### config.mk
export PLATFORM = sky130hd
export DESIGN_NAME = two_wire_master_byte_engine
export DESIGN_NICKNAME = d
export VERILOG_FILES = /design/src/core/two_wire_master_pkg.sv /design/src/core/two_wire_master_byte_engine.sv
export SDC_FILE = /design/constraint.sdc
export NUM_CORES = 1
export LEC_CHECK = 0
export ABC_CLOCK_PERIOD_IN_PS = 3300
export BUFFER_PORTS_ARGS = -buffer_cell sky130_fd_sc_hd__buf_2
export CORE_ASPECT_RATIO = 0.7
export CORE_MARGIN = 8
export CORE_UTILIZATION = 35
export DETAILED_ROUTE_END_ITERATION = 8
export MAX_ROUTING_LAYER = met4
export PLACE_DENSITY = 0.64
export SYNTH_ARGS = -nofsm -noshare
export SYNTH_HDL_FRONTEND = slang
export SYNTH_SLANG_ARGS = --single-unit
export TNS_END_PERCENT = 10
### constraint.sdc
create_clock -name sys_clk -period 3.3 [get_ports sys_clk]
set_input_delay 0 -clock sys_clk [delete_from_list [all_inputs] [get_ports sys_clk]]
set_output_delay 0 -clock sys_clk [all_outputs]
set_load 0.02 [all_outputs]
### src/core/two_wire_master_pkg.sv
// constants and types of the two-wire master byte engine
package two_wire_master_pkg;
  localparam int unsigned ADDR_W = 6;
  // register indices, byte address is four times the index
  localparam logic [3:0] IDX_MCTRL   = 4'h3;
  localparam logic [3:0] IDX_MASTER_STATUS_REG = 4'h5;
  localparam logic [3:0] IDX_MASTER_BAUD_RATE   = 4'h6;
  localparam logic [3:0] IDX_MASTER_TARGET_ADDRESS   = 4'h7;
  localparam logic [3:0] IDX_MASTER_SHIFT_DATA   = 4'h8;
  localparam logic [3:0] IDX_SLAVE_CONTROL_FIRST  = 4'h9;
  localparam logic [3:0] IDX_SLAVE_STATUS_REG = 4'hb;
  localparam logic [3:0] IDX_SLAVE_OWN_ADDRESS   = 4'hc;
  localparam logic [7:0] RST_BYTE    = 8'h00;
  // master control fields
  localparam int unsigned MC_ENABLE = 0;
  localparam int unsigned MC_ACKNOWLEDGE_ACTION = 2;
  // master status fields
  localparam int unsigned ST_RIF     = 7;
  localparam int unsigned ST_WIF     = 6;
  localparam int unsigned ST_CLOCK_HOLD_FLAG = 5;
  localparam int unsigned ST_RXACK   = 4;
  localparam int unsigned ST_ARBITRATION_LOST_FLAG = 3;
  localparam int unsigned ST_BUS_ERROR_FLAG  = 2;
  localparam int unsigned ST_BUS     = 0;
  // slave control fields
  localparam int unsigned SC_SLAVE_DATA_IRQ_ENABLE   = 7;
  localparam int unsigned SC_SLAVE_ADDR_STOP_IRQ_ENABLE  = 6;
  localparam int unsigned SC_SLAVE_STOP_IRQ_ENABLE   = 5;
  localparam int unsigned SC_PROMISCUOUS_MATCH_ENABLE   = 2;
  localparam int unsigned SC_ENABLE = 0;
  // slave status fields
  localparam int unsigned SS_DIF  = 7;
  localparam int unsigned SS_SLAVE_ADDR_STOP_FLAG = 6;
  localparam int unsigned SS_AP   = 0;
  localparam logic ACK_SEND  = 1'b0;
  localparam logic NACK_SEND = 1'b1;
  // extra cycles added to the baud field for each half period
  localparam logic [8:0] HALF_EXTRA = 9'h005;
  localparam logic [1:0] RESP_OKAY   = 2'b00;
  localparam logic [1:0] RESP_DECERR = 2'b11;
  typedef enum logic [1:0]
  {
    BUS_UNKNOWN = 2'h0,
    BUS_IDLE    = 2'h1,
    BUS_OWNER   = 2'h2,
    BUS_BUSY    = 2'h3
  } bus_state_t;
endpackage

### src/core/two_wire_master_byte_engine.sv
// two-wire master byte engine with slave address watch, AXI4-Lite registers
// What this block does
// half periods of the serial clock follow the 8-bit baud field
// writing the target address register starts Start plus address
// unknown bus state on address write sets write and bus error flags
// busy bus: wait idle, Start, load address, send it, sample acknowledge
// after a write or unacknowledged read address, hold clock low unless arbitration lost; set write flag
// owned bus gives repeated Start; after a read, acknowledge goes first
// read address receives one byte before the read flag is set
// address write clears read, write, arbitration lost and bus error
// reading the target address register starts no bus activity
// address bit 0 is the read/not-write direction
// shift data register writes during shifting are ignored
// software touches data only while the clock is held low
// data write sends the byte, samples acknowledge, then sets write flag
// software checks arbitration lost after each write and recovers
// all bits clock out after arbitration loss, only ones driven
// data write clears read and write flags, keeps error flags
// data read sends acknowledge action, then receives exactly one byte
// nack lost or bus error on read sets write flag, never both
// data read clears read and write flags, keeps error flags
// slave data interrupt needs enable, data flag and global enable
// stop sets shared address-or-stop flag when stop enable is set
// promiscuous bit accepts every address, else own address only
// acknowledge action 0 sends ack, 1 sends nack, plain bit
// bus state codes: unknown, idle, owner, busy
// clock phases count system cycles against baud-derived count
//
// Register access over AXI4-Lite was chosen for this implementation.
`timescale 1ns/1ps
module two_wire_master_byte_engine
  import two_wire_master_pkg::*;
(
  input  wire logic              sys_clk,
  input  wire logic              rst,
  input  wire logic [ADDR_W-1:0] awaddr,
  input  wire logic [2:0]        awprot,
  input  wire logic              awvalid,
  output logic                   awready,
  input  wire logic [31:0]       wdata,
  input  wire logic [3:0]        wstrb,
  input  wire logic              wvalid,
  output logic                   wready,
  output logic [1:0]             bresp,
  output logic                   bvalid,
  input  wire logic              bready,
  input  wire logic [ADDR_W-1:0] araddr,
  input  wire logic [2:0]        arprot,
  input  wire logic              arvalid,
  output logic                   arready,
  output logic [31:0]            rdata,
  output logic [1:0]             rresp,
  output logic                   rvalid,
  input  wire logic              rready,
  input  wire logic              sclIn,
  output logic                   sclOut,
  output logic                   sclOe,
  input  wire logic              sdaIn,
  output logic                   sdaOut,
  output logic                   sdaOe,
  input  wire logic              globalIrqEnable,
  output logic                   slaveDataIrq,
  output logic                   slaveAddrStopIrq
);
  typedef enum logic [3:0]
  {
    MS_IDLE, MS_WAIT, MS_START, MS_TXBIT, MS_RXACK,
    MS_RXBIT, MS_ACKTX, MS_RSTART, MS_HOLD
  } mstate_t;

  typedef struct packed
  {
    mstate_t    ms;
    logic       ph;
    logic [2:0] bitCnt;
    logic [8:0] cnt;
    logic [7:0] baud;
    logic [7:0] addr;
    logic [7:0] shift;
    logic       enable;
    logic       acknowledge_action;
    logic       master_read_flag;
    logic       master_write_flag;
    logic       clock_hold_flag;
    logic       rxAck;
    logic       arbitration_lost_flag;
    logic       bus_error_flag;
    bus_state_t bus;
    logic       addrPhase;
    logic       lastRead;
    logic       restart;
    logic       lost;
    logic       sclOe;
    logic       sdaOe;
    logic [7:0] sctrl;
    logic [7:0] sown;
    logic       sDataF;
    logic       sApF;
    logic       sAp;
    logic [3:0] sBits;
    logic [6:0] sShift;
    logic       sFirst;
    logic       sInFrame;
    logic       sMatched;
    logic       sclS1;
    logic       sclS2;
    logic       sdaS1;
    logic       sdaS2;
    logic       sclP;
    logic       sdaP;
    logic       awRdy;
    logic       wRdy;
    logic [3:0] awIdx;
    logic [7:0] wByte;
    logic       bValid;
    logic [1:0] bResp;
    logic       arRdy;
    logic       rValid;
    logic [7:0] rByte;
    logic [1:0] rResp;
    logic       dataIrq;
    logic       apIrq;
  } state_t;

  state_t q;
  state_t d;

  logic       doWrite;
  logic       doRead;
  logic [3:0] arIdx;
  logic [7:0] rd;
  logic       mapped;
  logic       tick;
  logic       startSeen;
  logic       stopSeen;
  logic       sclRise;
  logic       shifting;
  logic       idleOrHold;
  logic       addrWr;
  logic       dataWr;
  logic [8:0] halfCount;
  logic [7:0] rxByte;

  assign awready          = q.awRdy;
  assign wready           = q.wRdy;
  assign bvalid           = q.bValid;
  assign bresp            = q.bResp;
  assign arready          = q.arRdy;
  assign rvalid           = q.rValid;
  assign rresp            = q.rResp;
  assign rdata            = {24'h000000, q.rByte};
  // open drain: only a low is ever driven
  assign sclOut           = 1'b0;
  assign sdaOut           = 1'b0;
  assign sclOe            = q.sclOe;
  assign sdaOe            = q.sdaOe;
  assign slaveDataIrq     = q.dataIrq;
  assign slaveAddrStopIrq = q.apIrq;

  assign doWrite    = !q.awRdy && !q.wRdy && !q.bValid;
  assign doRead     = arvalid && q.arRdy;
  assign arIdx      = araddr[5:2];
  assign halfCount  = {1'b0, q.baud} + HALF_EXTRA;
  assign tick       = q.cnt >= halfCount;
  assign startSeen  = q.sclS2 && q.sclP && q.sdaP && !q.sdaS2;
  assign stopSeen   = q.sclS2 && q.sclP && !q.sdaP && q.sdaS2;
  assign sclRise    = q.sclS2 && !q.sclP;
  assign shifting   = q.ms inside {MS_TXBIT, MS_RXACK, MS_RXBIT, MS_ACKTX};
  assign idleOrHold = q.ms == MS_IDLE || q.ms == MS_HOLD;
  assign addrWr     = doWrite && q.awIdx == IDX_MASTER_TARGET_ADDRESS && q.enable && idleOrHold;
  assign dataWr     = doWrite && q.awIdx == IDX_MASTER_SHIFT_DATA;
  assign rxByte     = {q.sShift, q.sdaS2};

  always_comb
  begin
    rd     = RST_BYTE;
    mapped = 1'b1;
    unique case (arIdx)
      IDX_MCTRL:
      begin
        rd[MC_ENABLE] = q.enable;
        rd[MC_ACKNOWLEDGE_ACTION] = q.acknowledge_action;
      end
      IDX_MASTER_STATUS_REG:
      begin
        rd[ST_RIF]          = q.master_read_flag;
        rd[ST_WIF]          = q.master_write_flag;
        rd[ST_CLOCK_HOLD_FLAG]      = q.clock_hold_flag;
        rd[ST_RXACK]        = q.rxAck;
        rd[ST_ARBITRATION_LOST_FLAG]      = q.arbitration_lost_flag;
        rd[ST_BUS_ERROR_FLAG]       = q.bus_error_flag;
        rd[ST_BUS +: 2]     = q.bus;
      end
      IDX_MASTER_BAUD_RATE:   rd = q.baud;
      IDX_MASTER_TARGET_ADDRESS:   rd = q.addr;
      IDX_MASTER_SHIFT_DATA:   rd = q.shift;
      IDX_SLAVE_CONTROL_FIRST:  rd = q.sctrl;
      IDX_SLAVE_STATUS_REG:
      begin
        rd[SS_DIF]  = q.sDataF;
        rd[SS_SLAVE_ADDR_STOP_FLAG] = q.sApF;
        rd[SS_AP]   = q.sAp;
      end
      IDX_SLAVE_OWN_ADDRESS:   rd = q.sown;
      default:     mapped = 1'b0;
    endcase
  end

  always_comb
  begin
    d       = q;
    d.sclS1 = sclIn;
    d.sclS2 = q.sclS1;
    d.sdaS1 = sdaIn;
    d.sdaS2 = q.sdaS1;
    d.sclP  = q.sclS2;
    d.sdaP  = q.sdaS2;
    d.dataIrq = q.sctrl[SC_SLAVE_DATA_IRQ_ENABLE] && q.sDataF && globalIrqEnable;
    d.apIrq   = q.sctrl[SC_SLAVE_ADDR_STOP_IRQ_ENABLE] && q.sApF && globalIrqEnable;
    // bus handshakes: one write and one read in flight
    if (awvalid && q.awRdy)
    begin
      d.awRdy = 1'b0;
      d.awIdx = awaddr[5:2];
    end
    if (wvalid && q.wRdy)
    begin
      d.wRdy  = 1'b0;
      d.wByte = wstrb[0] ? wdata[7:0] : q.wByte;
    end
    if (doWrite)
    begin
      d.bValid = 1'b1;
      d.bResp  = RESP_OKAY;
      if (!(q.awIdx inside {IDX_MCTRL, IDX_MASTER_STATUS_REG, IDX_MASTER_BAUD_RATE, IDX_MASTER_TARGET_ADDRESS,
                            IDX_MASTER_SHIFT_DATA, IDX_SLAVE_CONTROL_FIRST, IDX_SLAVE_STATUS_REG, IDX_SLAVE_OWN_ADDRESS}))
        d.bResp = RESP_DECERR;
    end
    if (q.bValid && bready)
    begin
      d.bValid = 1'b0;
      d.awRdy  = 1'b1;
      d.wRdy   = 1'b1;
    end
    if (doRead)
    begin
      d.arRdy  = 1'b0;
      d.rValid = 1'b1;
      d.rByte  = rd;
      d.rResp  = mapped ? RESP_OKAY : RESP_DECERR;
    end
    if (q.rValid && rready)
    begin
      d.rValid = 1'b0;
      d.arRdy  = 1'b1;
    end
    // plain register writes and clear-by-one, before hardware sets
    if (doWrite)
    begin
      unique case (q.awIdx)
        IDX_MCTRL:
        begin
          d.enable = q.wByte[MC_ENABLE];
          d.acknowledge_action = q.wByte[MC_ACKNOWLEDGE_ACTION];
        end
        IDX_MASTER_STATUS_REG:
        begin
          d.master_read_flag     = q.master_read_flag && !q.wByte[ST_RIF];
          d.master_write_flag     = q.master_write_flag && !q.wByte[ST_WIF];
          d.arbitration_lost_flag = q.arbitration_lost_flag && !q.wByte[ST_ARBITRATION_LOST_FLAG];
          d.bus_error_flag  = q.bus_error_flag && !q.wByte[ST_BUS_ERROR_FLAG];
          if (q.wByte[ST_BUS +: 2] == BUS_IDLE)
            d.bus = BUS_IDLE;
        end
        // changing this while enabled gives undefined bit timing
        IDX_MASTER_BAUD_RATE:   d.baud = q.wByte;
        IDX_SLAVE_CONTROL_FIRST:  d.sctrl = q.wByte;
        IDX_SLAVE_STATUS_REG:
        begin
          d.sDataF = q.sDataF && !q.wByte[SS_DIF];
          d.sApF   = q.sApF && !q.wByte[SS_SLAVE_ADDR_STOP_FLAG];
        end
        IDX_SLAVE_OWN_ADDRESS:   d.sown = q.wByte;
        default:     d.sown = q.sown;
      endcase
    end
    // bus state tracking
    if (q.enable)
    begin
      if (startSeen)
        d.bus = (q.ms == MS_START) ? BUS_OWNER : BUS_BUSY;
      if (stopSeen)
        d.bus = BUS_IDLE;
      if ((startSeen || stopSeen) && shifting)
        d.bus_error_flag = 1'b1;
    end
    // phase counter; a slave stretching scl holds the high-phase count at zero
    d.cnt = tick ? 9'h000 : q.cnt + 9'h001;
    if ((q.ph && !q.sclS2) || !(shifting || q.ms inside {MS_START, MS_RSTART}))
      d.cnt = 9'h000;
    unique case (q.ms)
      MS_IDLE, MS_HOLD:
        d.cnt = 9'h000;
      MS_WAIT:
        if (q.bus == BUS_IDLE)
        begin
          d.ms    = MS_START;
          d.sdaOe = 1'b1;
        end
      MS_START:
        if (tick)
        begin
          d.sclOe  = 1'b1;
          d.ms     = MS_TXBIT;
          d.ph     = 1'b0;
          d.bitCnt = 3'h7;
          d.shift  = q.addr;
        end
      MS_TXBIT:
        if (!q.ph)
        begin
          d.sdaOe = !(q.shift[7] || q.lost);
          if (tick)
          begin
            d.sclOe = 1'b0;
            d.ph    = 1'b1;
          end
        end
        else if (tick)
        begin
          if (!q.sdaOe && !q.sdaS2 && !q.lost)
          begin
            d.lost    = 1'b1;
            d.arbitration_lost_flag = 1'b1;
          end
          d.shift = {q.shift[6:0], 1'b0};
          d.sclOe = 1'b1;
          d.ph    = 1'b0;
          d.bitCnt = q.bitCnt - 3'h1;
          if (q.bitCnt == 3'h0)
            d.ms = MS_RXACK;
        end
      MS_RXACK:
        if (!q.ph)
        begin
          d.sdaOe = 1'b0;
          if (tick)
          begin
            d.sclOe = 1'b0;
            d.ph    = 1'b1;
          end
        end
        else if (tick)
        begin
          d.rxAck = q.sdaS2;
          d.sclOe = 1'b1;
          d.ph    = 1'b0;
          if (q.addrPhase && q.addr[0] && !q.lost && !q.sdaS2)
          begin
            d.ms     = MS_RXBIT;
            d.bitCnt = 3'h7;
          end
          else
          begin
            d.master_write_flag      = 1'b1;
            d.lastRead = 1'b0;
            if (q.lost)
            begin
              d.sclOe = 1'b0;
              d.ms    = MS_IDLE;
            end
            else
            begin
              d.clock_hold_flag = 1'b1;
              d.ms      = MS_HOLD;
            end
          end
        end
      MS_RXBIT:
        if (!q.ph)
        begin
          d.sdaOe = 1'b0;
          if (tick)
          begin
            d.sclOe = 1'b0;
            d.ph    = 1'b1;
          end
        end
        else if (tick)
        begin
          d.shift  = {q.shift[6:0], q.sdaS2};
          d.sclOe  = 1'b1;
          d.ph     = 1'b0;
          d.bitCnt = q.bitCnt - 3'h1;
          if (q.bitCnt == 3'h0)
          begin
            d.ms       = MS_HOLD;
            d.clock_hold_flag  = 1'b1;
            d.lastRead = 1'b1;
            d.master_read_flag      = !d.bus_error_flag;
            d.master_write_flag      = d.bus_error_flag;
          end
        end
      MS_ACKTX:
        if (!q.ph)
        begin
          d.sdaOe = q.acknowledge_action == ACK_SEND;
          if (tick)
          begin
            d.sclOe = 1'b0;
            d.ph    = 1'b1;
          end
        end
        else if (tick)
        begin
          d.sclOe = 1'b1;
          d.ph    = 1'b0;
          if (q.acknowledge_action == NACK_SEND && !q.sdaS2)
          begin
            d.arbitration_lost_flag = 1'b1;
            d.master_write_flag     = 1'b1;
            d.sclOe   = 1'b0;
            d.ms      = MS_IDLE;
          end
          else if (q.restart)
          begin
            d.restart = 1'b0;
            d.ms      = MS_RSTART;
          end
          else
          begin
            d.ms     = MS_RXBIT;
            d.bitCnt = 3'h7;
          end
        end
      MS_RSTART:
        if (!q.ph)
        begin
          d.sdaOe = 1'b0;
          if (tick)
          begin
            d.sclOe = 1'b0;
            d.ph    = 1'b1;
          end
        end
        else if (tick)
        begin
          d.sdaOe = 1'b1;
          d.ph    = 1'b0;
          d.ms    = MS_START;
        end
      default:
        d.ms = MS_IDLE;
    endcase
    // software triggers, only where the fsm sits still
    if (doRead && arIdx == IDX_MASTER_SHIFT_DATA && q.ms == MS_HOLD && q.lastRead)
    begin
      d.master_read_flag     = 1'b0;
      d.master_write_flag     = 1'b0;
      d.clock_hold_flag = 1'b0;
      d.restart = 1'b0;
      d.ph      = 1'b0;
      d.ms      = MS_ACKTX;
    end
    if (dataWr && q.ms == MS_HOLD)
    begin
      d.shift     = q.wByte;
      d.master_read_flag       = 1'b0;
      d.master_write_flag       = 1'b0;
      d.clock_hold_flag   = 1'b0;
      d.addrPhase = 1'b0;
      d.ph        = 1'b0;
      d.bitCnt    = 3'h7;
      d.ms        = MS_TXBIT;
    end
    if (addrWr)
    begin
      d.addr      = q.wByte;
      d.master_read_flag       = 1'b0;
      d.master_write_flag       = 1'b0;
      d.arbitration_lost_flag   = 1'b0;
      d.bus_error_flag    = 1'b0;
      d.clock_hold_flag   = 1'b0;
      d.lost      = 1'b0;
      d.addrPhase = 1'b1;
      d.ph        = 1'b0;
      if (q.bus == BUS_UNKNOWN)
      begin
        d.master_write_flag    = 1'b1;
        d.bus_error_flag = 1'b1;
        d.ms     = MS_IDLE;
      end
      else if (q.bus == BUS_OWNER && q.ms == MS_HOLD)
      begin
        d.restart = q.lastRead;
        d.ms      = q.lastRead ? MS_ACKTX : MS_RSTART;
      end
      else
        d.ms = MS_WAIT;
    end
    // disabled master: bus released, state unknown
    if (!d.enable)
    begin
      d.ms      = MS_IDLE;
      d.sclOe   = 1'b0;
      d.sdaOe   = 1'b0;
      d.clock_hold_flag = 1'b0;
      d.bus     = BUS_UNKNOWN;
    end
    // slave address watch; the 4x clock margin lets the sampler see stops
    if (q.sctrl[SC_ENABLE])
    begin
      if (startSeen)
      begin
        d.sInFrame = 1'b1;
        d.sFirst   = 1'b1;
        d.sMatched = 1'b0;
        d.sBits    = 4'h0;
      end
      else if (stopSeen)
      begin
        d.sInFrame = 1'b0;
        if (q.sctrl[SC_SLAVE_STOP_IRQ_ENABLE])
        begin
          d.sApF = 1'b1;
          d.sAp  = 1'b0;
        end
      end
      else if (sclRise && q.sInFrame)
      begin
        d.sBits  = (q.sBits == 4'h8) ? 4'h0 : q.sBits + 4'h1;
        d.sShift = rxByte[6:0];
        if (q.sBits == 4'h7 && q.sFirst)
        begin
          d.sFirst = 1'b0;
          if (q.sctrl[SC_PROMISCUOUS_MATCH_ENABLE] || rxByte[7:1] == q.sown[7:1])
          begin
            d.sMatched = 1'b1;
            d.sApF     = 1'b1;
            d.sAp      = 1'b1;
          end
        end
        else if (q.sBits == 4'h7 && q.sMatched)
          d.sDataF = 1'b1;
      end
    end
  end

  always_ff @(posedge sys_clk)
  begin
    if (rst)
    begin
      q       <= '0;
      q.awRdy <= 1'b1;
      q.wRdy  <= 1'b1;
      q.arRdy <= 1'b1;
      q.sclS1 <= 1'b1;
      q.sclS2 <= 1'b1;
      q.sdaS1 <= 1'b1;
      q.sdaS2 <= 1'b1;
      q.sclP  <= 1'b1;
      q.sdaP  <= 1'b1;
    end
    else
      q <= d;
  end
endmodule

# Word-level counts from Yosys, hierarchy flattened
# Cells that the tools add are included.
totals:
  regBits: 127
  latchBits: 0
  ramBits: 0
  romBits: 0
  input_bits: 64
  out_inout_bits: 47
  memories: 0
op_classes:
  n_addsub: 4
  mul: 0
  n_div: 0
  magnitude_cmp: 1
  n_eq_ne: 76
  shift: 0
  n_mux: 155
  n_bitwise: 4
  n_reduce_logical: 115
op_table:
  columns: ["op", "n"]
  rows:
  - ["8-bit 2-to-1 mux", 12]
  - ["1-bit 2-to-1 mux", 68]
  - ["4-bit 2-to-1 mux", 16]
  - ["5-bit by 3-bit != test with 1-bit output, second input constant", 11]
  - ["3-bit 2-to-1 mux", 17]
  - ["4-bit by 3-bit equality test with 1-bit output, second input constant", 11]
  - ["1-bit logical AND", 43]
  - ["4-bit equality test, second input constant", 10]
  - ["2-bit 2-to-1 mux", 20]
  - ["3-bit by 2-bit != test with 1-bit output, second input constant", 11]
  - ["4-bit one-hot mux with 8 select lines", 1]
  - ["2-bit != test, second input constant", 14]
  - ["8-bit one-hot mux with 3 select lines", 1]
  - ["2-bit nonzero test", 10]
  - ["1-bit one-hot mux with 6 select lines", 3]
  - ["3-bit one-hot mux with 6 select lines", 1]
  - ["6-bit AND reduction", 3]
  - ["17-bit 2-to-1 mux", 1]
  - ["4-bit by 2-bit equality test with 1-bit output, second input constant", 4]
  - ["1-bit logical NOT", 16]
  - ["15-bit 2-to-1 mux", 1]
  - ["5-bit 2-to-1 mux", 3]
  - ["3-bit one-hot mux with 5 select lines", 1]
  - ["15-bit AND reduction", 1]
  - ["other kinds (43)", 76]

# Logic depth before layout (Yosys ltp)
# Gate-level depths: netlist (run 1).
depth:
  word_depth: 15
  ltp_mapped: 17

# Worst setup path before layout (run 1)
# No wires, ideal clock.
synth_timing:
  path_kind: "register -> register"
  start: "register q[104] (netlist bit)"
  end: "register q (netlist bit sclOe)"
  setup_ps: 122
  t_arrival_ps: 2753
  setup_slack_ps: 425
  stages_incl_launch_ff: 17
  n_path_buf: 0
  period_less_slack_ps: 2875
  path_cell_list: "dfxtp_1 -> a21oi_1 -> and3b_1 -> xnor2_1 -> ha_1 -> nand3_1 -> nor3b_2 -> o31ai_4 -> nand2_2 -> inv_1 -> ha_1 -> inv_1 -> o21ai_0 -> a221oi_1 -> nand2_1 -> o21ai_0 -> a21oi_1"
synth_via:
  elab_chain_len: 5
  elab_cells_between_ends: 14
synth_lines:
  columns: ["element", "line_no", "source"]
  rows:
  - ["start, declared", "two_wire_master_byte_engine.sv:125", "state_t q;"]
  - ["8-bit by 3-bit adder with 9-bit output *", "two_wire_master_byte_engine.sv:163", "assign halfCount = {1'b0, q.baud} + HALF_EXTRA;"]
  - ["9-bit >= comparator *", "two_wire_master_byte_engine.sv:164", "assign tick = q.cnt >= halfCount;"]
  - ["1-bit 2-to-1 mux", null, null]
  - ["1-bit 2-to-1 mux, on equally long branches", null, null]
  - ["1-bit one-hot mux with 6 select lines", null, null]
# Every way passes the cells marked *; elsewhere a longest branch is shown, timed or not. The select of a mux whose other input is x is not followed.
# A chain may end at the register's enable or synchronous reset.

# Worst setup path after layout (run 1)
layout_timing:
  start: "register q[103] (netlist bit)"
  end: "register q (netlist bit sclOe)"
# The elaborated chain is that of the path after synthesis.

==> impl_metrics.json, run 1 <==
{
  "worstHoldPathCells": 3,
  "dieArea_um2": 24800,
  "port_buffers": 47,
  "clk_pin_slew_ns": 0.06,
  "critPathSlowestCell": "dfxtp_1",
  "yosysTopAreaCell": "dfxtp_1",
  "holdWs_ns": 0.0383,
  "drt_first_pass_iters": 6,
  "synth_top_family_by_area": "simple AND/OR/NAND/NOR gates",
  "core_um2": 19700,
  "gp_congestion": 0.933,
  "synth_xor_area_frac": 0.0289,
  "path_cells": "ha_1 -> o21ai_0 -> xor2_1 -> ha_1 -> nand3_2 -> nor3b_4 -> o31ai_4 -> nand2_2 -> inv_1 -> ha_1 -> inv_1 -> o21ai_0 -> a221oi_2 -> nand2_1 -> o21ai_0 -> a21oi_1",
  "finalPower_mw": 3.75,
  "routed_wl_um": 20700,
  "tightestPinTransition_ns": 0.832,
  "synth-simple-area-share": 0.227,
  "drv_slew": 0,
  "grt_pass1_vias": 5746,
  "status": "completed",
  "cts_buffers": 17,
  "slew_headroom": 0.438,
  "power_density_nw_per_um2": 459,
  "ir_drop_uv": 327,
  "ctsHtreeMaxLevel": 4,
  "layout.nets": 988,
  "finalSetupTns_ns": 0,
  "endpoint_kind": "flop",
  "syn_area_um2": 6980,
  "hold_end": "rdata[3]$_SDFFE_PP0P_",
  "min_path_type": "input pin to flop",
  "fill_cells": 1997,
  "critPathMaxFanout": 5,
  "layout_worst_path_cycle_share": 0.909,
  "drive_gt1_frac": 0.144,
  "yosys_warnings": 0,
  "yosys_register_bits": 125,
  "place_inst": 1136,
  "area.growth.synth_to_final_pct": 17.1,
  "cts_tree": "yes",
  "instances_no_fill": 1188,
  "avgSynthCellArea_um2": 8.15,
  "worstPathArrival_ns": 3.28,
  "drt-initial-drc-count": 755,
  "synth_edf_count": 0,
  "n_antenna_cell": 0,
  "dp_hpwl_um": 14900,
  "io_pins": 111,
  "syn_inst": 856,
  "synth-compound-area-share": 0.223,
  "routed-via-count": 6483,
  "fp-row-count": 43,
  "required_ns": 3.58,
  "leakage_nw": 3.19,
  "hold_path_startpoint": "araddr[2]",
  "setup_violations": 0,
  "r2r-end": "sclOe$_SDFFE_PP0P_",
  "die_h_um": 134,
  "async_reset_ff_frac": 0,
  "synth.yosys.seq_area_share": 0.359,
  "synth_area_leaders": "dfxtp_1 36%, a21oi_1 6.3%, nand2_1 5.1%",
  "grt_max_degree": 75,
  "cp-start-kind": "flop",
  "synth-main-ff-cell": "dfxtp_1",
  "synthAdderAreaFrac": 0.0305,
  "synth_top_area_frac": 0.359,
  "drc_errors": 0,
  "min_period_ns": 3.00,
  "ant_nets": 0,
  "antenna_found_initial": 0,
  "timing_worst_setup_path_type": "flop to flop",
  "cts_num_sinks": 125,
  "grt_overflow": 0,
  "max-cap-violations": 0,
  "post_cts_buffers": 0,
  "wl_per_cell_um": 17.4,
  "synth.distinct_cells": 82,
  "rrSetupSlack_ns": 0.30,
  "fmax_ghz": 0.333,
  "synthMuxAreaShare": 0.0493,
  "finClkSkew_ns": 0.0133,
  "layout_setup_ws_ns": 0.299,
  "viasPerCell": 5.46,
  "clock-root-buffer": "clkbuf_16",
  "clk_latency_ns": 0.42,
  "die_x_um": 185,
  "reg2reg_from": "q[103]$_SDFFE_PP0P_",
  "cts_buffer_depth": 2,
  "grt_pass1_wl_um": 33000,
  "ff2ff_path_depth": 16,
  "initial_core_util": 0.354,
  "grt_usage": 0.172,
  "hold_violations": 0,
  "slowest_delay_ns": 0.41,
  "dp_slack_ns": 0.224
}
## critical path: cells and delay by family, from the launching register on
| family | cells | cell delay [ns] |
|---|---|---|
| AO/OA/AOI/OAI | 6 | 0.81 |
| adder cells (fa/ha/maj) | 3 | 0.78 |
| AND/OR/NAND/NOR | 4 | 0.55 |
| flip-flops | 1 | 0.41 |
| XOR/XNOR | 1 | 0.16 |
| buffers and inverters | 2 | 0.14 |
## where the power goes
part	internal (mW)	switching, mW
Combinational	0.0758	0.141
Clock	1.27	0.699
Sequential	1.53	0.0321
## through the flow
| stage | util | instance area, µm² |
|---|---|---|
| CTS | 0.414 | 8150 |
| finish | 0.415 | 8170 |
| global route | 0.415 | 8170 |
| global placement | 0.372 | 7320 |
| floorplan | - | 7070 |
| detailed placement | 0.372 | 7320 |
## what timing repair did
| action | in CTS | in global routing |
|---|---|---|
| gates resized for setup | 0 | 4 |
| endpoints found under the hold margin | 21 | 0 |
| hold buffers | 22 | 0 |
| endpoints found under the setup margin | 0 | 1 |
## worst max path at each step
stage | depth (start not counted) | to | from | slack [ns]
global route | 16 | sclOe$_SDFFE_PP0P_ | q[103]$_SDFFE_PP0P_ | -0.000002
floorplan | 16 | sclOe$_SDFFE_PP0P_ | q[104]$_SDFFE_PP0P_ | 0.43
CTS | 16 | sclOe$_SDFFE_PP0P_ | q[103]$_SDFFE_PP0P_ | 0.20
detailed placement | 16 | sclOe$_SDFFE_PP0P_ | q[103]$_SDFFE_PP0P_ | 0.22
global placement | 16 | sclOe$_SDFFE_PP0P_ | q[103]$_SDFFE_PP0P_ | 0.29
finish | 16 | sclOe$_SDFFE_PP0P_ | q[103]$_SDFFE_PP0P_ | 0.30
## cell families (layout without fill, tap and decap cells)
kind of cell | count (synthesis) | in the layout
buffers and inverters | 105 | 142
adder cells (fa/ha/maj) | 17 | 17
multiplexers | 34 | 34
AND/OR/NAND/NOR | 315 | 315
XOR/XNOR | 23 | 23
AO/OA/AOI/OAI | 236 | 236
flip-flops | 125 | 125
other | 1 | 26
## routing by layer
layer / wire (µm) / GRT usage / vias to the layer above
met5: 0 / - / -
li1: - / - / 3111
met4: 157 / 0.0346 / 0
met3: 1850 / 0.0354 / 15
met2: 8050 / 0.219 / 299
met1: 10700 / 0.267 / 3058
## synthesized netlist by cell type, types with 4 or more instances
library cell	count
a21o_1	5
a21oi_1	88
a221oi_1	9
a22o_1	8
a22oi_1	15
a31oi_1	9
a32o_1	4
and2_1	4
and3_1	5
buf_1	4
buf_2	5
buf_4	39
clkbuf_1	32
dfxtp_1	125
ha_1	17
inv_1	21
mux2i_1	31
nand2_1	94
nand2b_1	7
nand3_1	25
nand3b_1	8
nand4_1	6
nor2_1	94
nor2b_1	13
nor3_1	10
nor3b_1	5
o211ai_1	10
o21a_1	7
o21ai_0	38
o31a_1	4
o31ai_1	6
or2_2	9
or3_1	6
xnor2_1	8
xor2_1	15
## layout by cell type (no fill, tap or decap), drive strengths merged, types with 6 or more instances in the layout
master,n
xnor2,8
nand2,95
inv,23
nor2,95
mux2i,31
nand3b,8
nand2b,7
o211ai,10
ha,17
a21oi,89
o21a,7
buf,68
nand3,25
nor3,11
clkbuf,19
nor2b,13
xor2,15
dfxtp,125
dlygate4sd3,22
o21ai,40
o31ai,8
conb,26
or2,10
a22oi,15
a221oi,9
a31oi,9
a22o,8
nand4,6
nor3b,7
or3,6
## flip-flops by register name, indices dropped and copies added (netlist names)
signal / cells
bresp: 1
q: 102
sclOe: 1
wready: 1
d: 4
rvalid: 1
awready: 1
slaveAddrStopIrq: 1
slaveDataIrq: 1
arready: 1
rdata: 8
sdaOe: 1
bvalid: 1
rresp: 1
## layout make-up
type | count | area, µm² | share of cell area
clock inverters | 11 | 168 | 0.0205
repair buffers | 90 | 616 | 0.0754
inverters | 22 | 85.1 | 0.0104
flip-flops and latches | 125 | 2500 | 0.306
multi-input cells | 651 | 4020 | 0.492
well taps | 270 | 338 | 0.0414
clock buffers | 19 | 443 | 0.0542
(Power assumes the default switching activity.)
==> run 2, diff against run 1 <==
--- a/config.mk
+++ b/config.mk
@@ -12,7 +12,7 @@
 export CORE_UTILIZATION = 35
 export DETAILED_ROUTE_END_ITERATION = 8
 export MAX_ROUTING_LAYER = met4
-export PLACE_DENSITY = 0.64
+export PLACE_DENSITY = 0.55
 export SYNTH_ARGS = -nofsm -noshare
 export SYNTH_HDL_FRONTEND = slang
 export SYNTH_SLANG_ARGS = --single-unit
==> impl_metrics.json, run 2 (same netlist as run 1, synthesis figures left out) <==
{
  "ir_drop_uv": 313,
  "ant_nets": 0,
  "tightestPinTransition_ns": 0.870,
  "routed_wl_um": 21300,
  "layout.nets": 990,
  "grt_max_degree": 77,
  "cts_num_sinks": 125,
  "fmax_ghz": 0.324,
  "dp_slack_ns": 0.252,
  "drt-initial-drc-count": 555,
  "drc_errors": 0,
  "grt_usage": 0.176,
  "clock-root-buffer": "clkbuf_16",
  "clk_latency_ns": 0.42,
  "initial_core_util": 0.354,
  "core_um2": 19700,
  "antenna_found_initial": 0,
  "fp-row-count": 43,
  "critPathSlowestCell": "dfxtp_1",
  "largest_reg_flops": 102,
  "port_buffers": 47,
  "regArea_um2": 2500,
  "required_ns": 3.57,
  "critical-path-top-delay-family": "compound AO/OA/AOI/OAI gates",
  "layout_commonest_cell": "dfxtp_1",
  "routed-via-count": 6418,
  "fill_cells": 2023,
  "leakage_nw": 3.15,
  "multi_input_area_um2": 4000,
  "min_path_type": "input pin to flop",
  "cts_tree": "yes",
  "mostFrequentLayoutCells": "125 x dfxtp_1, 94 x nand2_1, 94 x nor2_1",
  "viasPerCell": 5.38,
  "drt_first_pass_iters": 6,
  "finalPower_mw": 3.53,
  "grt_pass1_wl_um": 33400,
  "min_period_ns": 3.09,
  "path_buf_inv": 2,
  "area.growth.synth_to_final_pct": 16.1,
  "io_pins": 111,
  "drv_slew": 0,
  "timing_worst_setup_path_type": "flop to flop",
  "max-cap-violations": 0,
  "die_x_um": 185,
  "n_antenna_cell": 0,
  "slowest_delay_ns": 0.34,
  "layout_worst_path_cycle_share": 0.935,
  "clk_pin_slew_ns": 0.06,
  "slew_headroom": 0.415,
  "path_cells": "a21oi_1 -> and3b_1 -> xnor2_1 -> ha_1 -> nand3_1 -> nor3b_2 -> o31ai_4 -> nand2_2 -> inv_1 -> ha_1 -> inv_1 -> o21ai_0 -> a221oi_1 -> nand2_1 -> o21ai_0 -> a21oi_1",
  "gp_congestion": 0.920,
  "grt_pass1_vias": 5902,
  "status": "completed",
  "setup_violations": 0,
  "wl_per_cell_um": 17.8,
  "dp_hpwl_um": 15500,
  "cp-start-kind": "flop",
  "hold_violations": 0,
  "grt_overflow": 0,
  "regMostFlops": "q",
  "ctsHtreeMaxLevel": 4,
  "post_cts_buffers": 0,
  "holdWs_ns": 0.0461,
  "cts_buffers": 17,
  "finClkSkew_ns": 0.0122,
  "dieArea_um2": 24800,
  "endpoint_kind": "flop",
  "die_h_um": 134,
  "cts_buffer_depth": 2,
  "finalSetupTns_ns": 0,
  "worstPathArrival_ns": 3.36,
  "power_density_nw_per_um2": 436,
  "critPathMaxFanout": 5,
  "layout_setup_ws_ns": 0.214,
  "rsz0062_at_grt": "false",
  "drive_gt1_frac": 0.142
}
[run 2: layout make-up]
type                    instances  area share
multi-input cells             651       0.493
inverters                      22      0.0105
clock inverters                11      0.0117
flip-flops and latches        125       0.309
well taps                     270      0.0417
clock buffers                  21      0.0556
repair buffers                 92      0.0779
[run 2: power by group]
group	switching (mW)	total, mW	internal (mW)
Combinational	0.141	0.216	0.0758
Sequential	0.0332	1.56	1.53
Clock	0.703	1.75	1.05
Total	0.876	3.53	2.66
[run 2: through the flow]
step,area [µm²],std cells,util
finish,8100,1192,0.411
global route,8100,1192,0.411
CTS,8100,1192,0.411
detailed placement,7330,1138,0.372
global placement,7330,1138,0.372
floorplan,7070,881,-
[run 2: worst reg2reg max path, delay by kind of cell (launching register included)]
family	cells	cell delay (ns)
fa+ha+maj	2	0.51
simple gates	5	0.81
xor+xnor	1	0.12
buf+inv	2	0.14
flops	1	0.34
compound gates	6	1.03
[run 2: final timing paths]
kind                                              end  slack, ns  cells past startpoint           startpoint
worst max register to register     sclOe$_SDFFE_PP0P_       0.21                     16  q[103]$_SDFFE_PP0P_
worst min register to register       d[31]$_SDFF_PP1_       0.42                      1     d[33]$_SDFF_PP1_
worst min-delay path            rdata[4]$_SDFFE_PP0P_       0.05                      3            araddr[2]
worst max-delay path               sclOe$_SDFFE_PP0P_       0.21                     16  q[103]$_SDFFE_PP0P_
[run 2: timing repair]
item	in CTS	in global routing
gates resized for setup	0	0
hold buffers	22	0
endpoints found under the hold margin	21	0
[run 2: per-layer routing]
metal,global-route usage,share of wire,up-vias
li1,-,-,3121
met2,0.230,0.39,239
met1,0.270,0.53,3031
met5,-,0,-
met4,0.0381,0.0089,0
met3,0.0338,0.078,27
==> run 3, diff against run 2 <==
--- a/config.mk
+++ b/config.mk
@@ -10,9 +10,11 @@
 export CORE_ASPECT_RATIO = 0.7
 export CORE_MARGIN = 8
 export CORE_UTILIZATION = 35
+export CTS_BUF_LIST = sky130_fd_sc_hd__clkbuf_8
 export DETAILED_ROUTE_END_ITERATION = 8
 export MAX_ROUTING_LAYER = met4
 export PLACE_DENSITY = 0.55
+export REMOVE_ABC_BUFFERS = 1
 export SYNTH_ARGS = -nofsm -noshare
 export SYNTH_HDL_FRONTEND = slang
 export SYNTH_SLANG_ARGS = --single-unit
==> impl_metrics.json, run 3 (same netlist as run 1, synthesis figures left out) <==
{
  "dp_hpwl_um": 15900,
  "grt_max_degree": 40,
  "tightestPinTransition_ns": 0.850,
  "area.growth.synth_to_final_pct": 15.0,
  "hold_violations": 0,
  "clk_pin_slew_ns": 0.09,
  "n_antenna_cell": 0,
  "critPathSlowestCell": "dfxtp_1",
  "die_x_um": 185,
  "clk_latency_ns": 0.44,
  "drc_errors": 0,
  "clock-root-buffer": "clkbuf_8",
  "cts_tree": "yes",
  "dieArea_um2": 24800,
  "initial_core_util": 0.354,
  "final_area_um2": 8020,
  "max-cap-violations": 0,
  "place_area_um2": 7330,
  "die_h_um": 134,
  "leakage_nw": 3.11,
  "ant_nets": 0,
  "drive_gt1_frac": 0.147,
  "fmax_ghz": 0.336,
  "wl_met1_um": 11300,
  "core_um2": 19700,
  "viasPerCell": 5.41,
  "antenna_found_initial": 0,
  "cts_num_sinks": 125,
  "ctsHtreeMaxLevel": 4,
  "grt_usage": 0.182,
  "slowest_delay_ns": 0.35,
  "routed-via-count": 6495,
  "grt_overflow": 0,
  "dr_wl_met2_um": 8420,
  "status": "completed",
  "timing_worst_setup_path_type": "flop to flop",
  "rsz0062_at_grt": "false",
  "fp-row-count": 43,
  "grt_pass1_vias": 6054,
  "routed.top_layer": "met4",
  "critPathMaxFanout": 5,
  "path_buf_inv": 2,
  "endpoint_kind": "flop",
  "port_buffers": 47,
  "gp_congestion": 0.902,
  "path_cells": "a21oi_2 -> and3b_1 -> xnor2_1 -> ha_1 -> nand3_1 -> nor3b_2 -> o31ai_4 -> nand2_2 -> inv_1 -> ha_1 -> inv_1 -> o21ai_0 -> a221oi_1 -> nand2_1 -> o21ai_0 -> a21oi_1",
  "wl_per_cell_um": 18.2,
  "min_period_ns": 2.98,
  "holdWs_ns": 0.0522,
  "finClkSkew_ns": 0.0169,
  "drt-initial-drc-count": 639,
  "grt_pass1_wl_um": 34600,
  "mostFrequentLayoutCells": "123 x dfxtp_1, 94 x nand2_1, 94 x nor2_1",
  "largest_reg_flops": 102,
  "drt_first_pass_iters": 6,
  "cts_buffer_depth": 2,
  "cts_buffers": 17,
  "routed_wl_um": 21900,
  "rrSetupSlack_ns": 0.32,
  "layout_worst_path_cycle_share": 0.903,
  "required_ns": 3.61,
  "setup_violations": 0,
  "finalPower_mw": 3.09,
  "routed-wl-met3_um": 2040,
  "slew_headroom": 0.428,
  "worstPathArrival_ns": 3.29,
  "layout_commonest_cell": "dfxtp_1",
  "min_path_type": "input pin to flop",
  "cp-start-kind": "flop",
  "critical-path-top-delay-family": "compound AO/OA/AOI/OAI gates",
  "power_density_nw_per_um2": 385,
  "drv_slew": 0,
  "io_pins": 111,
  "finalSetupTns_ns": 0,
  "layout.nets": 999,
  "ir_drop_uv": 187,
  "regMostFlops": "q"
}
## run 3: cell types whose count changed in the layout (fill, tap and decap cells not counted), moves of 2 or more
cell	delta
dfxtp_2	+2
dfxtp_1	-2
clkbuf_8	+16
dlygate4sd3_1	+9
clkinv_2	-3
clkbuf_1	-3
clkbuf_16	-17
inv_6	+6
## run 3: repair_timing
| action | CTS | global route |
|---|---|---|
| endpoints found under the hold margin | 29 | 0 |
| hold buffers | 31 | 0 |
| buffers inserted | 0 | 0 |
| endpoints found under the setup margin | 0 | 1 |
| gates resized for setup | 0 | 4 |
## run 3: layer usage
layer	global-route usage	vias to the layer above
met4	0.0350	0
met3	0.0505	14
met2	0.234	307
met1	0.274	3031
met5	-	-
li1	-	3143
## run 3: worst paths after layout
kind,cells after the start,startpoint,endpoint
worst max-delay path,16,q[103]$_SDFFE_PP0P_,sclOe$_SDFFE_PP0P_
worst min-delay path,4,arvalid,rresp[0]$_SDFFE_PP0P_
worst max register to register,16,q[103]$_SDFFE_PP0P_,sclOe$_SDFFE_PP0P_
worst min register to register,1,d[33]$_SDFF_PP1_,d[31]$_SDFF_PP1_
## run 3: worst reg2reg max path: stages, from the launching register on
cell and delay [ns]:
dfxtp_1 0.35, a21oi_2 0.21, and3b_1 0.21, xnor2_1 0.12, ha_1 0.30, nand3_1 0.12
nor3b_2 0.30, o31ai_4 0.12, nand2_2 0.08, inv_1 0.08, ha_1 0.22, inv_1 0.05
o21ai_0 0.06, a221oi_1 0.31, nand2_1 0.09, o21ai_0 0.16, a21oi_1 0.08
## run 3: area by class of cell
class / count / area, µm²
Fill cell: 2047 / 11700
Multi-Input combinational cell: 651 / 4000
Sequential cell: 125 / 2500
Timing Repair Buffer: 101 / 721
Tap cell: 270 / 338
Clock buffer: 17 / 234
Clock inverter: 15 / 135
Inverter: 22 / 85.1
## run 3: per-stage QoR
step | utilization | worst slack [ns] | std cells
final | 0.407 | 0.321 | 1201
after detailed placement | 0.372 | 0.237 | 1138
after CTS | 0.407 | 0.242 | 1201
after floorplan | - | 0.404 | 798
after global routing | 0.407 | 0.0123 | 1201
after global placement | 0.372 | 0.295 | 1138
## run 3: power by group
part           internal [mW]  switching [mW]  total [mW]  leakage [nW]
registers               1.53          0.0312        1.56          1.01
clock network          0.604           0.696        1.30         0.181
logic                 0.0845           0.147       0.231          1.92
total                   2.22           0.874        3.09          3.11
